===== src/design/fan_output_consts.svh =====
// Register map, field positions, reset values and timing counts of the fan output block
`ifndef FAN_OUTPUT_CONSTS_SVH
`define FAN_OUTPUT_CONSTS_SVH

`define REG_FREQ1 6'h00
`define REG_VAL1 6'h01
`define REG_FREQ2 6'h02
`define REG_VAL2 6'h03
`define REG_CFG1 6'h04
`define REG_STOPV1 6'h08
`define REG_STOPV2 6'h09
`define REG_START1 6'h0A
`define REG_START2 6'h0B
`define REG_STOPT1 6'h0C
`define REG_STOPT2 6'h0D
`define REG_STEP_DN 6'h0E
`define REG_STEP_UP 6'h0F
`define REG_FREQ3 6'h10
`define REG_VAL3 6'h11
`define REG_CFG2 6'h12
`define REG_STOPV3 6'h15
`define REG_START3 6'h16
`define REG_STOPT3 6'h17
`define REG_TYPE 6'h18
`define REG_DRIVE_BASE 6'h19
`define REG_LAST 6'h1B

`define RST_FREQ 8'h01
`define RST_VAL 8'hFF
`define RST_CFG 8'h00
`define RST_STOPV 8'h01
`define RST_START 8'h01
`define RST_STOPT 8'h3C
`define RST_STEP 8'h0A
`define RST_TYPE 8'h02

`define MASK_CFG1 8'h3C
`define MASK_CFG2 8'h3E
`define MASK_TYPE 8'h07
`define BIT_CLKSEL 7
`define BIT_MODE3_LO 1
`define BIT_FLOOR1 5

`define CLK_HZ 50000000
`define FAST_CLK_HZ 24000000
`define SLOW_CLK_HZ 180000
`define NCO_FAST_INC 32'((64'(`FAST_CLK_HZ) << 32) / `CLK_HZ)
`define NCO_SLOW_INC 32'((64'(`SLOW_CLK_HZ) << 32) / `CLK_HZ)
`define UNIT_PWM_MS 100
`define UNIT_DC_MS 1600
`define TICK_CYCLES ((`CLK_HZ / 1000) * `UNIT_PWM_MS)
`define DC_UNIT_TICKS (`UNIT_DC_MS / `UNIT_PWM_MS)

`endif


===== src/design/fan_output_pkg.sv =====
// Types of the fan output block
`default_nettype none
package fan_output_pkg;
    localparam int NCH = 3;

    typedef enum logic [1:0]
    {
        MODE_MANUAL = 2'h0,
        MODE_THERMAL = 2'h1,
        MODE_SPEED = 2'h2,
        MODE_NONE = 2'h3
    } mode_t;

    typedef struct packed {
        logic [24:0][7:0] regs;
        logic ack;
        logic [7:0] rdat;
        logic [31:0] nco_fast;
        logic [31:0] nco_slow;
        logic [31:0] tick_cnt;
        logic [3:0] unit16;
        logic [NCH-1:0][7:0] val;
        logic [NCH-1:0][8:0] up_cnt;
        logic [NCH-1:0][8:0] dn_cnt;
        logic [NCH-1:0][8:0] stop_cnt;
        logic [NCH-1:0][6:0] pre;
        logic [NCH-1:0][7:0] per;
        logic [NCH-1:0] pwm;
        logic [NCH-1:0][3:0] level;
    } state_t;
endpackage
`default_nettype wire


===== src/design/fan_output_cruise_control.sv =====
// Three-channel fan drive: register file, cruise stepping, PWM and DC level outputs
`include "fan_output_consts.svh"
`default_nettype none
module fan_output_cruise_control #(
    parameter int TICK_CYCLES = `TICK_CYCLES
)(
    input wire logic clk_in,
    input wire logic rst_n_in,
    input wire logic cyc_in,
    input wire logic stb_in,
    input wire logic we_in,
    input wire logic [7:0] adr_in,
    input wire logic [3:0] sel_in,
    input wire logic [31:0] dat_in,
    input wire logic [2:0] raise_in,
    input wire logic [2:0] lower_in,
    output logic ack_out,
    output logic [31:0] dat_out,
    output logic [2:0] pwm_out,
    output logic [11:0] level_out
);
    // A unit tick needs at least two clocks between wraps of the tick counter
    if (TICK_CYCLES < 2)
    begin : g_bad_tick
        $error("TICK_CYCLES must be at least 2");
    end

    localparam logic [2:0][5:0] FREQ_IX = {`REG_FREQ3, `REG_FREQ2, `REG_FREQ1};
    localparam logic [2:0][5:0] VAL_IX = {`REG_VAL3, `REG_VAL2, `REG_VAL1};
    localparam logic [2:0][5:0] STOPV_IX = {`REG_STOPV3, `REG_STOPV2, `REG_STOPV1};
    localparam logic [2:0][5:0] START_IX = {`REG_START3, `REG_START2, `REG_START1};
    localparam logic [2:0][5:0] STOPT_IX = {`REG_STOPT3, `REG_STOPT2, `REG_STOPT1};

    function automatic logic [7:0] reset_value(input logic [5:0] ix);
        logic [7:0] v;
        v = 8'h00;
        case (ix)
            `REG_FREQ1, `REG_FREQ2, `REG_FREQ3: v = `RST_FREQ;
            `REG_VAL1, `REG_VAL2, `REG_VAL3: v = `RST_VAL;
            `REG_STOPV1, `REG_STOPV2, `REG_STOPV3: v = `RST_STOPV;
            `REG_START1, `REG_START2, `REG_START3: v = `RST_START;
            `REG_STOPT1, `REG_STOPT2, `REG_STOPT3: v = `RST_STOPT;
            `REG_STEP_DN, `REG_STEP_UP: v = `RST_STEP;
            `REG_TYPE: v = `RST_TYPE;
            default: v = `RST_CFG;
        endcase
        return v;
    endfunction

    // Holes in the map are not stored, read as zero and ignore writes
    function automatic logic stored(input logic [5:0] ix);
        return ix <= `REG_TYPE && !(ix >= 6'h05 && ix <= 6'h07) && ix != 6'h13 && ix != 6'h14;
    endfunction

    function automatic logic [7:0] write_mask(input logic [5:0] ix);
        logic [7:0] m;
        m = 8'hFF;
        if (ix == `REG_CFG1)
        begin
            m = `MASK_CFG1;
        end
        else if (ix == `REG_CFG2)
        begin
            m = `MASK_CFG2;
        end
        else if (ix == `REG_TYPE)
        begin
            m = `MASK_TYPE;
        end
        return m;
    endfunction

    function automatic fan_output_pkg::state_t init_state();
        fan_output_pkg::state_t s;
        s = '0;
        for (int i = 0; i < 25; i++)
        begin
            s.regs[i] = reset_value(6'(i));
        end
        for (int g = 0; g < fan_output_pkg::NCH; g++)
        begin
            s.val[g] = `RST_VAL;
        end
        return s;
    endfunction

    localparam fan_output_pkg::state_t RESET_STATE = init_state();

    fan_output_pkg::state_t s_q;
    fan_output_pkg::state_t s_d;

    logic req;
    logic wr;
    logic [5:0] ix;
    logic [32:0] fast_sum;
    logic [32:0] slow_sum;
    logic tick;
    logic dc_tick;
    logic unit_tick;
    logic step_restart;
    logic [7:0] stopv;
    logic [7:0] div_m1;
    logic [7:0] freq;
    fan_output_pkg::mode_t mode;
    logic floor_hold;
    logic is_pwm;

    always_comb
    begin
        s_d = s_q;
        req = cyc_in && stb_in && !s_q.ack;
        // A write lands at the ack edge, where the master still holds address and data
        wr = cyc_in && stb_in && s_q.ack && we_in && sel_in[0];
        ix = adr_in[7:2];
        fast_sum = {1'b0, s_q.nco_fast} + {1'b0, `NCO_FAST_INC};
        slow_sum = {1'b0, s_q.nco_slow} + {1'b0, `NCO_SLOW_INC};
        tick = s_q.tick_cnt == 32'(TICK_CYCLES - 1);
        dc_tick = tick && s_q.unit16 == 4'(`DC_UNIT_TICKS - 1);
        unit_tick = 1'b0;
        step_restart = wr && (ix == `REG_STEP_DN || ix == `REG_STEP_UP);
        stopv = 8'h00;
        div_m1 = 8'h00;
        freq = 8'h00;
        mode = fan_output_pkg::MODE_MANUAL;
        floor_hold = 1'b0;
        is_pwm = 1'b0;

        // Classic single-cycle slave: one wait state, ack drops the cycle after
        s_d.ack = req;
        if (req)
        begin
            if (stored(ix))
            begin
                s_d.rdat = s_q.regs[ix[4:0]];
            end
            else if (ix >= `REG_DRIVE_BASE && ix <= `REG_LAST)
            begin
                s_d.rdat = s_q.val[2'(ix - `REG_DRIVE_BASE)];
            end
            else
            begin
                s_d.rdat = 8'h00;
            end
        end
        if (wr && stored(ix))
        begin
            s_d.regs[ix[4:0]] = dat_in[7:0] & write_mask(ix);
        end

        s_d.nco_fast = fast_sum[31:0];
        s_d.nco_slow = slow_sum[31:0];
        s_d.tick_cnt = tick ? 32'h0000_0000 : s_q.tick_cnt + 32'h0000_0001;
        if (tick)
        begin
            s_d.unit16 = s_q.unit16 + 4'h1;
        end

        for (int g = 0; g < fan_output_pkg::NCH; g++)
        begin
            is_pwm = s_q.regs[`REG_TYPE][g];
            unit_tick = is_pwm ? tick : dc_tick;
            stopv = s_q.regs[STOPV_IX[g]];
            if (g == 2)
            begin
                mode = fan_output_pkg::mode_t'(
                    s_q.regs[`REG_CFG2][`BIT_MODE3_LO +: 2]);
            end
            else
            begin
                mode = fan_output_pkg::mode_t'(s_q.regs[`REG_CFG1][2 * g + 2 +: 2]);
            end
            floor_hold = s_q.regs[`REG_CFG2][`BIT_FLOOR1 - g];

            if (mode == fan_output_pkg::MODE_THERMAL || mode == fan_output_pkg::MODE_SPEED)
            begin
                if (raise_in[g])
                begin
                    s_d.dn_cnt[g] = 9'h000;
                    s_d.stop_cnt[g] = 9'h000;
                    if (s_q.val[g] == 8'h00)
                    begin
                        // A stalled fan needs a kick, not a slow ramp
                        s_d.val[g] = s_q.regs[START_IX[g]];
                        s_d.up_cnt[g] = 9'h000;
                    end
                    else if (unit_tick)
                    begin
                        if (s_q.up_cnt[g] + 9'h001 >= {1'b0, s_q.regs[`REG_STEP_UP]})
                        begin
                            s_d.up_cnt[g] = 9'h000;
                            if (s_q.val[g] != 8'hFF)
                            begin
                                s_d.val[g] = s_q.val[g] + 8'h01;
                            end
                        end
                        else
                        begin
                            s_d.up_cnt[g] = s_q.up_cnt[g] + 9'h001;
                        end
                    end
                end
                else if (lower_in[g])
                begin
                    s_d.up_cnt[g] = 9'h000;
                    if (s_q.val[g] > stopv)
                    begin
                        s_d.stop_cnt[g] = 9'h000;
                        if (unit_tick)
                        begin
                            if (s_q.dn_cnt[g] + 9'h001 >= {1'b0, s_q.regs[`REG_STEP_DN]})
                            begin
                                s_d.dn_cnt[g] = 9'h000;
                                s_d.val[g] = s_q.val[g] - 8'h01;
                            end
                            else
                            begin
                                s_d.dn_cnt[g] = s_q.dn_cnt[g] + 9'h001;
                            end
                        end
                    end
                    else if (!floor_hold && s_q.val[g] != 8'h00 && unit_tick)
                    begin
                        // At the floor: wait out the stop time, then switch off
                        if (s_q.stop_cnt[g] + 9'h001 >= {1'b0, s_q.regs[STOPT_IX[g]]})
                        begin
                            s_d.stop_cnt[g] = 9'h000;
                            s_d.val[g] = 8'h00;
                        end
                        else
                        begin
                            s_d.stop_cnt[g] = s_q.stop_cnt[g] + 9'h001;
                        end
                    end
                end
                else
                begin
                    s_d.up_cnt[g] = 9'h000;
                    s_d.dn_cnt[g] = 9'h000;
                    s_d.stop_cnt[g] = 9'h000;
                end
            end
            else if (mode == fan_output_pkg::MODE_MANUAL)
            begin
                s_d.val[g] = s_q.regs[VAL_IX[g]];
                s_d.up_cnt[g] = 9'h000;
                s_d.dn_cnt[g] = 9'h000;
                s_d.stop_cnt[g] = 9'h000;
            end

            if (step_restart)
            begin
                s_d.up_cnt[g] = 9'h000;
                s_d.dn_cnt[g] = 9'h000;
            end
            if (wr && ix == STOPT_IX[g])
            begin
                s_d.stop_cnt[g] = 9'h000;
            end

            // Prescale then a 256-count period; a zero divisor wraps to 128
            freq = s_q.regs[FREQ_IX[g]];
            div_m1 = {1'b0, freq[6:0] - 7'h01};
            if (freq[`BIT_CLKSEL] ? slow_sum[32] : fast_sum[32])
            begin
                if ({1'b0, s_q.pre[g]} >= div_m1)
                begin
                    s_d.pre[g] = 7'h00;
                    s_d.per[g] = s_q.per[g] + 8'h01;
                end
                else
                begin
                    s_d.pre[g] = s_q.pre[g] + 7'h01;
                end
            end
            // A 256-count period cannot hit value/255 exactly; ends are exact
            s_d.pwm[g] = is_pwm &&
                (s_q.val[g] == 8'hFF || s_q.per[g] < s_q.val[g]);
            s_d.level[g] = is_pwm ? 4'h0 : s_q.val[g][7:4];
        end
    end

    always_ff @(posedge clk_in or negedge rst_n_in)
    begin
        if (!rst_n_in)
        begin
            s_q <= RESET_STATE;
        end
        else
        begin
            s_q <= s_d;
        end
    end

    assign ack_out = s_q.ack;
    assign dat_out = {24'h00_0000, s_q.rdat};
    assign pwm_out = s_q.pwm;
    assign level_out = s_q.level;
endmodule
`default_nettype wire


===== config.mk =====
export PLATFORM = sky130hd
export DESIGN_NAME = fan_output_cruise_control
export DESIGN_NICKNAME = d
export VERILOG_FILES = /design/src/design/fan_output_pkg.sv /design/src/design/fan_output_cruise_control.sv
export VERILOG_INCLUDE_DIRS = /design/src /design/src/design
export SDC_FILE = /design/constraint.sdc
export NUM_CORES = 1
export LEC_CHECK = 0
export BUFFER_PORTS_ARGS = -buffer_cell sky130_fd_sc_hd__buf_2
export CORE_ASPECT_RATIO = 0.5
export CORE_UTILIZATION = 55
export CTS_BUF_LIST = sky130_fd_sc_hd__clkbuf_8
export CTS_CLUSTER_SIZE = 20
export DETAILED_ROUTE_END_ITERATION = 8
export PLACE_DENSITY = 0.69
export SLEW_MARGIN = 20
export SYNTH_ARGS = -nofsm -noshare
export SYNTH_HDL_FRONTEND = slang
export SYNTH_SLANG_ARGS = --single-unit

===== constraint.sdc =====
create_clock -name clk_in -period 5.4 [get_ports clk_in]
set_clock_uncertainty 0.15 [all_clocks]
set_input_delay 0.54 -clock clk_in [delete_from_list [all_inputs] [get_ports clk_in]]
set_output_delay 0.54 -clock clk_in [all_outputs]
set_load 0.1 [all_outputs]

==> flow_summary.toml, run 1 <==
[timing]
hold_viol = 0
period_share = 0.7064
rsz0062_at_grt = "false"
setup_viol = 0
worstMarginPinSlew_ps = 1091
whs_ps = 164.8
tns_ps = 0
finalMaxSlewViolations = 0
clock.fmax_mhz = 262.1
period_minus_slack_ps = 3815
maxSlewHeadroom = 0.2698

[cts]
cts_root_buf = "clkbuf_8"
cts_tree = "done"
clk_latency_ps = 670
ctsResizeCount = 0
clkSinkCount = 472
cts_buffers = 72
cts.htree.levels = 3
clkTransAtPathRegs_ps = 70
clk_path_buf_depth = 3

[final_layout]
fin_util = 0.6038
regArea_um2 = 11900
final_layout_size_suffix_gt1_frac = 0.1385
nNetsFinal = 3027
fin_cells = 3500
syn_to_final_growth_pct = 6.979
multiInputGateArea_um2 = 14440
num_antenna_cells = 0
fillCellCount = 4085

[drt]
met1_length_um = 32360
dr_wl_met3_um = 7778
drc = 0
wl_um = 72280
firstDrtPassIters = 5
vias = 21083
viasPerCell = 6.024
wl_met2_um = 30440
top_layer = "met4"
antenna_left = 0
detail_route.wl_per_cell_um = 20.65
drt_first_iter_violations = 1856

[setup_path]
critical_path.max_fanout = 11
worstSetupEndpointType = "flip-flop"
setup.worst_path.class = "reg -> reg"
start_kind = "flip-flop"
cp.arrival_ps = 4240
worstPathRequired_ps = 5820

[place]
place_inst = 3366
dp_hpwl_um = 52080
gp_congestion = 0.9487
io_buffers = 49

[job]
maxCapViolations = 0

[yosys]
synth_most_common_cell = "dfrtp_1"
ys_top_cells_by_area = "dfrtp_1 (36%), ha_1 (8.1%), dfstp_2 (7.0%), nand2_1 (4.2%), o21ai_0 (4.2%)"
synth_cells = 2814
synth_top_area_cell = "dfrtp_1"
synth_edf_count = 0
synth-seq-cells = 472
ys_warn_count = 0
yosys.cell_types.count = 91
syn_avg_cell_area_um2 = 9.856
synthTopCellsByCount = "dfrtp_1 (398), nand2_1 (311), o21ai_0 (233)"
yosysSeqAreaShare = 0.4292
syn_area_um2 = 27730
async_flop_share = 1.000
synth_flop_cell = "dfrtp_1"
synth_top_area_share = 0.3591

[power_and_ir_drop]
ir_worst_vdd_mv = 0.2016
p_leak_nw = 13.34
pwr-share-seq = 0.483
p_int_mw = 5.625
switching_share = 0.2798
power_frac_clock = 0.411
switchingPower_mw = 2.186
comb_power_share = 0.106
p_per_area_nw_per_um2 = 263.2

[floorplanning]
fp.dieH_um = 160.8
ios = 103
fp-row-count = 57
core_um2 = 49140
dieWidth_um = 319.6
fp.dieArea_um2 = 51380
start_util = 0.5644

[global_routing]
grtUsageTotal = 0.2839
antenna_found_initial = 3
grt_max_degree = 131
overflow = 0
grt_pass1_vias = 20133
grt_pass1_wl_um = 113600

[min_path]
hp-class = "in -> reg"

[run_status]
status = "completed"
## kinds of logic after synthesis
logic type,share of synthesized area
other,0.0001352
AO/OA/AOI/OAI,0.1340
multiplexers,0.08161
flip-flops,0.4292
XOR/XNOR,0.06032
buffers and inverters,0.05337
AND/OR/NAND/NOR,0.1601
adder cells (fa/ha/maj),0.08121
## per-layer routing
metal  global-route usage  up-vias
met3               0.1042      121
met1               0.3997    10270
met2               0.4074      765
met5                    0        -
met4              0.08566        0
li1                     -     9927
## through the flow
step           setup WS, ps  area [um^2]  power, mW
2_1_floorplan          1462        27820      4.407
3_3_place_gp           1516        28110      4.629
3_5_place_dp           1476        28110      4.653
4_1_cts                1694        29670      7.876
5_1_grt                1279        29670      8.150
6_report               1585        29670      7.810
## critical path, cell delays in order, from the launching register on
cell      delay, ps
dfstp_2         650
inv_1           140
ha_1            240
and4_1          310
nor3_1          590
o211ai_1        530
nor2_1          650
nand2b_1        250
o21ai_0         200
## sequential cells by signal, summed over array words and instances, names as in the netlist
register    cells
ack_out         1
dat_out         8
floor_hold      1
freq            8
is_pwm          1
level_out      12
mode            2
pwm_out         3
s_q           428
stopv           8
## timing repair
item	CTS	global route
hold buffers	1	0
hold endpoints to repair	88	0
buffers inserted	0	0
## final timing paths
| kind | slack [ps] | depth (start not counted) | endpoint | from |
|---|---|---|---|---|
| min | 160 | 4 | s_q[164] | raise_in[2] |
| min reg2reg | 230 | 0 | s_q[317] | s_q[317] |
| max in group asynchronous | 3430 | 3 | s_q[99] | rst_n_in |
| max reg2reg | 1590 | 8 | s_q[114] | s_q[141] |
| min in group asynchronous | 330 | 2 | s_q[221] | rst_n_in |
| max | 1590 | 8 | s_q[114] | s_q[141] |
## cell usage in the layout (no fill, tap or decap), types with 25 or more instances in the layout
master | Yosys | routed
xor2_1 | 73 | 73
mux4_2 | 47 | 47
clkbuf_8 | 0 | 91
dfstp_2 | 74 | 74
mux2i_1 | 41 | 41
and3_1 | 43 | 43
a22o_1 | 25 | 25
xnor2_1 | 118 | 118
ha_1 | 180 | 180
nor2_1 | 130 | 130
a31oi_1 | 32 | 32
a21oi_1 | 87 | 87
a21o_1 | 27 | 27
mux2_2 | 68 | 68
buf_2 | 16 | 48
dfrtp_1 | 398 | 398
nand2_1 | 311 | 311
nand3_1 | 109 | 109
and2_1 | 28 | 28
nor2b_1 | 32 | 32
o21ai_0 | 233 | 232
inv_1 | 155 | 184
nand2b_1 | 39 | 39
nand4_1 | 43 | 43
nor3_1 | 42 | 42
## area by class of cell
cell class / instances / area share
timing repair buffer: 60 / 0.01274
tap: 649 / 0.02737
sequential: 472 / 0.4012
clock inverter: 42 / 0.01004
inverter: 156 / 0.01974
clock buffer: 91 / 0.04221
multi-input combinational: 2030 / 0.4867
## power by group through the flow
stage / logic, mW / registers [mW] / clock network (mW)
floorplan: 0.622 / 3.78 / 0
global placement: 0.805 / 3.82 / 0
detailed placement: 0.825 / 3.83 / 0
CTS: 0.828 / 3.77 / 3.28
global route: 0.915 / 3.79 / 3.45
finish: 0.826 / 3.77 / 3.21
Power figures use the tool's default switching activity.
==> run 2: changes to the inputs <==
Settings changed: PLACE_DENSITY 0.69 to 0.72.
Clock period 5.4 ns to 3.5 ns, I/O delays scaled along.
==> flow_summary.toml, run 2 (same netlist as run 1, synthesis figures left out) <==
[setup_path]
setup.worst_path.class = "reg -> reg"
max_stage_delay_ps = 420
path_cells = "ha_1 > nand3_1 > inv_1 > and3_1 > xor2_1 > ha_1 > a21oi_1 > nand2_1 > a2111oi_2 > o31a_1 > nand4b_1 > buf_4 > nand2b_1 > o21ai_0"
worstPathRequired_ps = 3910
cpMostUsedCell = "ha_1"
start_kind = "flip-flop"
critical-path-slowest-cell = "dfrtp_1"
crit_start = "s_q[60]"
cp.arrival_ps = 3740
r2r_start = "s_q[60]"
critical_path.max_fanout = 7
worstSetupEndpointType = "flip-flop"

[run_status]
status = "completed"

[drt]
drt_first_iter_violations = 2070
antenna_left = 0
wl_um = 73720
vias = 21642
firstDrtPassIters = 6
detail_route.wl_per_cell_um = 20.55
viasPerCell = 6.033
drc = 0

[place]
place_inst = 3445
gp_congestion = 0.9492
io_buffers = 49
placed_cell_area_um2 = 28760
dp_slack_ps = 149.0
dp_hpwl_um = 54090

[timing]
period_share = 0.9518
setup_viol = 0
clock.fmax_mhz = 300.2
setup_ws_ps = 168.7
finalMaxSlewViolations = 0
hold_viol = 0
period_minus_slack_ps = 3331
rsz0062_at_grt = "true"
maxSlewHeadroom = 0.3055
worstMarginPinSlew_ps = 1038

[cts]
clk_path_buf_depth = 3
clk_latency_ps = 660
cts_root_buf = "clkbuf_8"
clkTransAtPathRegs_ps = 70
cts.htree.levels = 3
clkSinkCount = 472
cts_buffers = 73
cts_tree = "done"

[power_and_ir_drop]
ir_worst_vdd_mv = 0.2427
p_per_area_nw_per_um2 = 397.2
p_leak_nw = 13.75

[final_layout]
fillCellCount = 4027
mostFrequentLayoutCell = "dfrtp_1"
mostFrequentLayoutCells = "dfrtp_1 (397), nand2_1 (311), o21ai_0 (232)"
nNetsFinal = 3114
fin_cells = 3587
largest_reg_flops = 428
design_area_um2 = 30400
final_layout_size_suffix_gt1_frac = 0.1669
syn_to_final_growth_pct = 9.605
largest_register = "s_q"

[floorplanning]
dieWidth_um = 319.6
core_um2 = 49140
fp.dieH_um = 160.8
fp-row-count = 57
ios = 103
fp.dieArea_um2 = 51380
start_util = 0.5644

[global_routing]
grt_pass1_wl_um = 117200
grtUsageTotal = 0.2913
grt_pass1_vias = 21123
grt_max_degree = 91
overflow = 0
antenna_found_initial = 5

[min_path]
hp-class = "in -> reg"
hold_start = "raise_in[1]"

[job]
maxCapViolations = 0
run 2: changes by cell type in the layout (fill, tap and decap cells not counted), sizes merged:
cell,delta
dlygate4sd3,+2
clkinv,+5
clkinvlp,-1
diode,+2
inv,-8
clkbuf,+5
bufinv,-2
buf,+84
run 2: where the power goes:
group / switching [mW] / leakage, nW / internal, mW
Combinational: 0.890 / 6.82 / 0.463
Clock: 2.31 / 0.874 / 2.60
Sequential: 0.200 / 6.06 / 5.61
Total: 3.40 / 13.8 / 8.68
run 2: layer usage:
layer | wire length [um] | vias to the layer above | track usage
li1 | - | 10096 | -
met1 | 33390 | 10642 | 0.4121
met2 | 31700 | 769 | 0.4301
met3 | 6867 | 131 | 0.08689
met4 | 1734 | 4 | 0.09091
met5 | 22 | - | 0
run 2: final timing paths:
check	slack, ps	cells past startpoint	end
hold reg to reg	230	0	s_q[440]
max in group asynchronous	2090	3	s_q[164]
setup / recovery	170	14	s_q[65]
min in group asynchronous	190	2	s_q[242]
hold / removal	40	4	s_q[149]
setup reg to reg	170	14	s_q[65]
run 2: stage by stage:
| step | hold WS (ps) | utilization | setup TNS [ps] | total power [mW] |
|---|---|---|---|---|
| final | 37.11 | 0.6186 | 0 | 12.07 |
| after global routing | 52.95 | 0.6186 | -65.85 | 12.54 |
| after CTS | 8.354 | 0.6171 | 0 | 12.12 |
| after detailed placement | 213.5 | 0.5854 | 0 | 7.240 |
| after global placement | 210.3 | 0.5854 | 0 | 7.202 |
| after floorplan | -95.59 | - | 0 | 6.800 |
run 2: worst max-delay path: cells and delay by family (launching register included):
family,cells,cell delay [ps]
AOI/OAI and AO/OA,4,850
xor gates and xnor gates,1,150
adders and majority gates,2,560
buffers and inverters,2,320
DFF,1,420
and+or+nand+nor,5,780
run 2: layout make-up:
type | instances | area (um^2) | area share
Multi-Input combinational cell | 2030 | 14480 | 0.4764
Sequential cell | 472 | 11910 | 0.3916
Clock buffer | 96 | 1321 | 0.04347
Timing Repair Buffer | 146 | 1079 | 0.03548
Tap cell | 649 | 812.0 | 0.02671
Inverter | 156 | 585.6 | 0.01926
Clock inverter | 36 | 207.7 | 0.006833
Antenna cell | 2 | 5.005 | 0.0001646
run 2: what timing repair did:
item | 4_1_cts | 5_1_grt
gates resized for setup | 0 | 10
buffers inserted | 0 | 5
hold endpoints to repair | 74 | 0
endpoints found under the setup margin | 0 | 24
hold buffers | 3 | 0
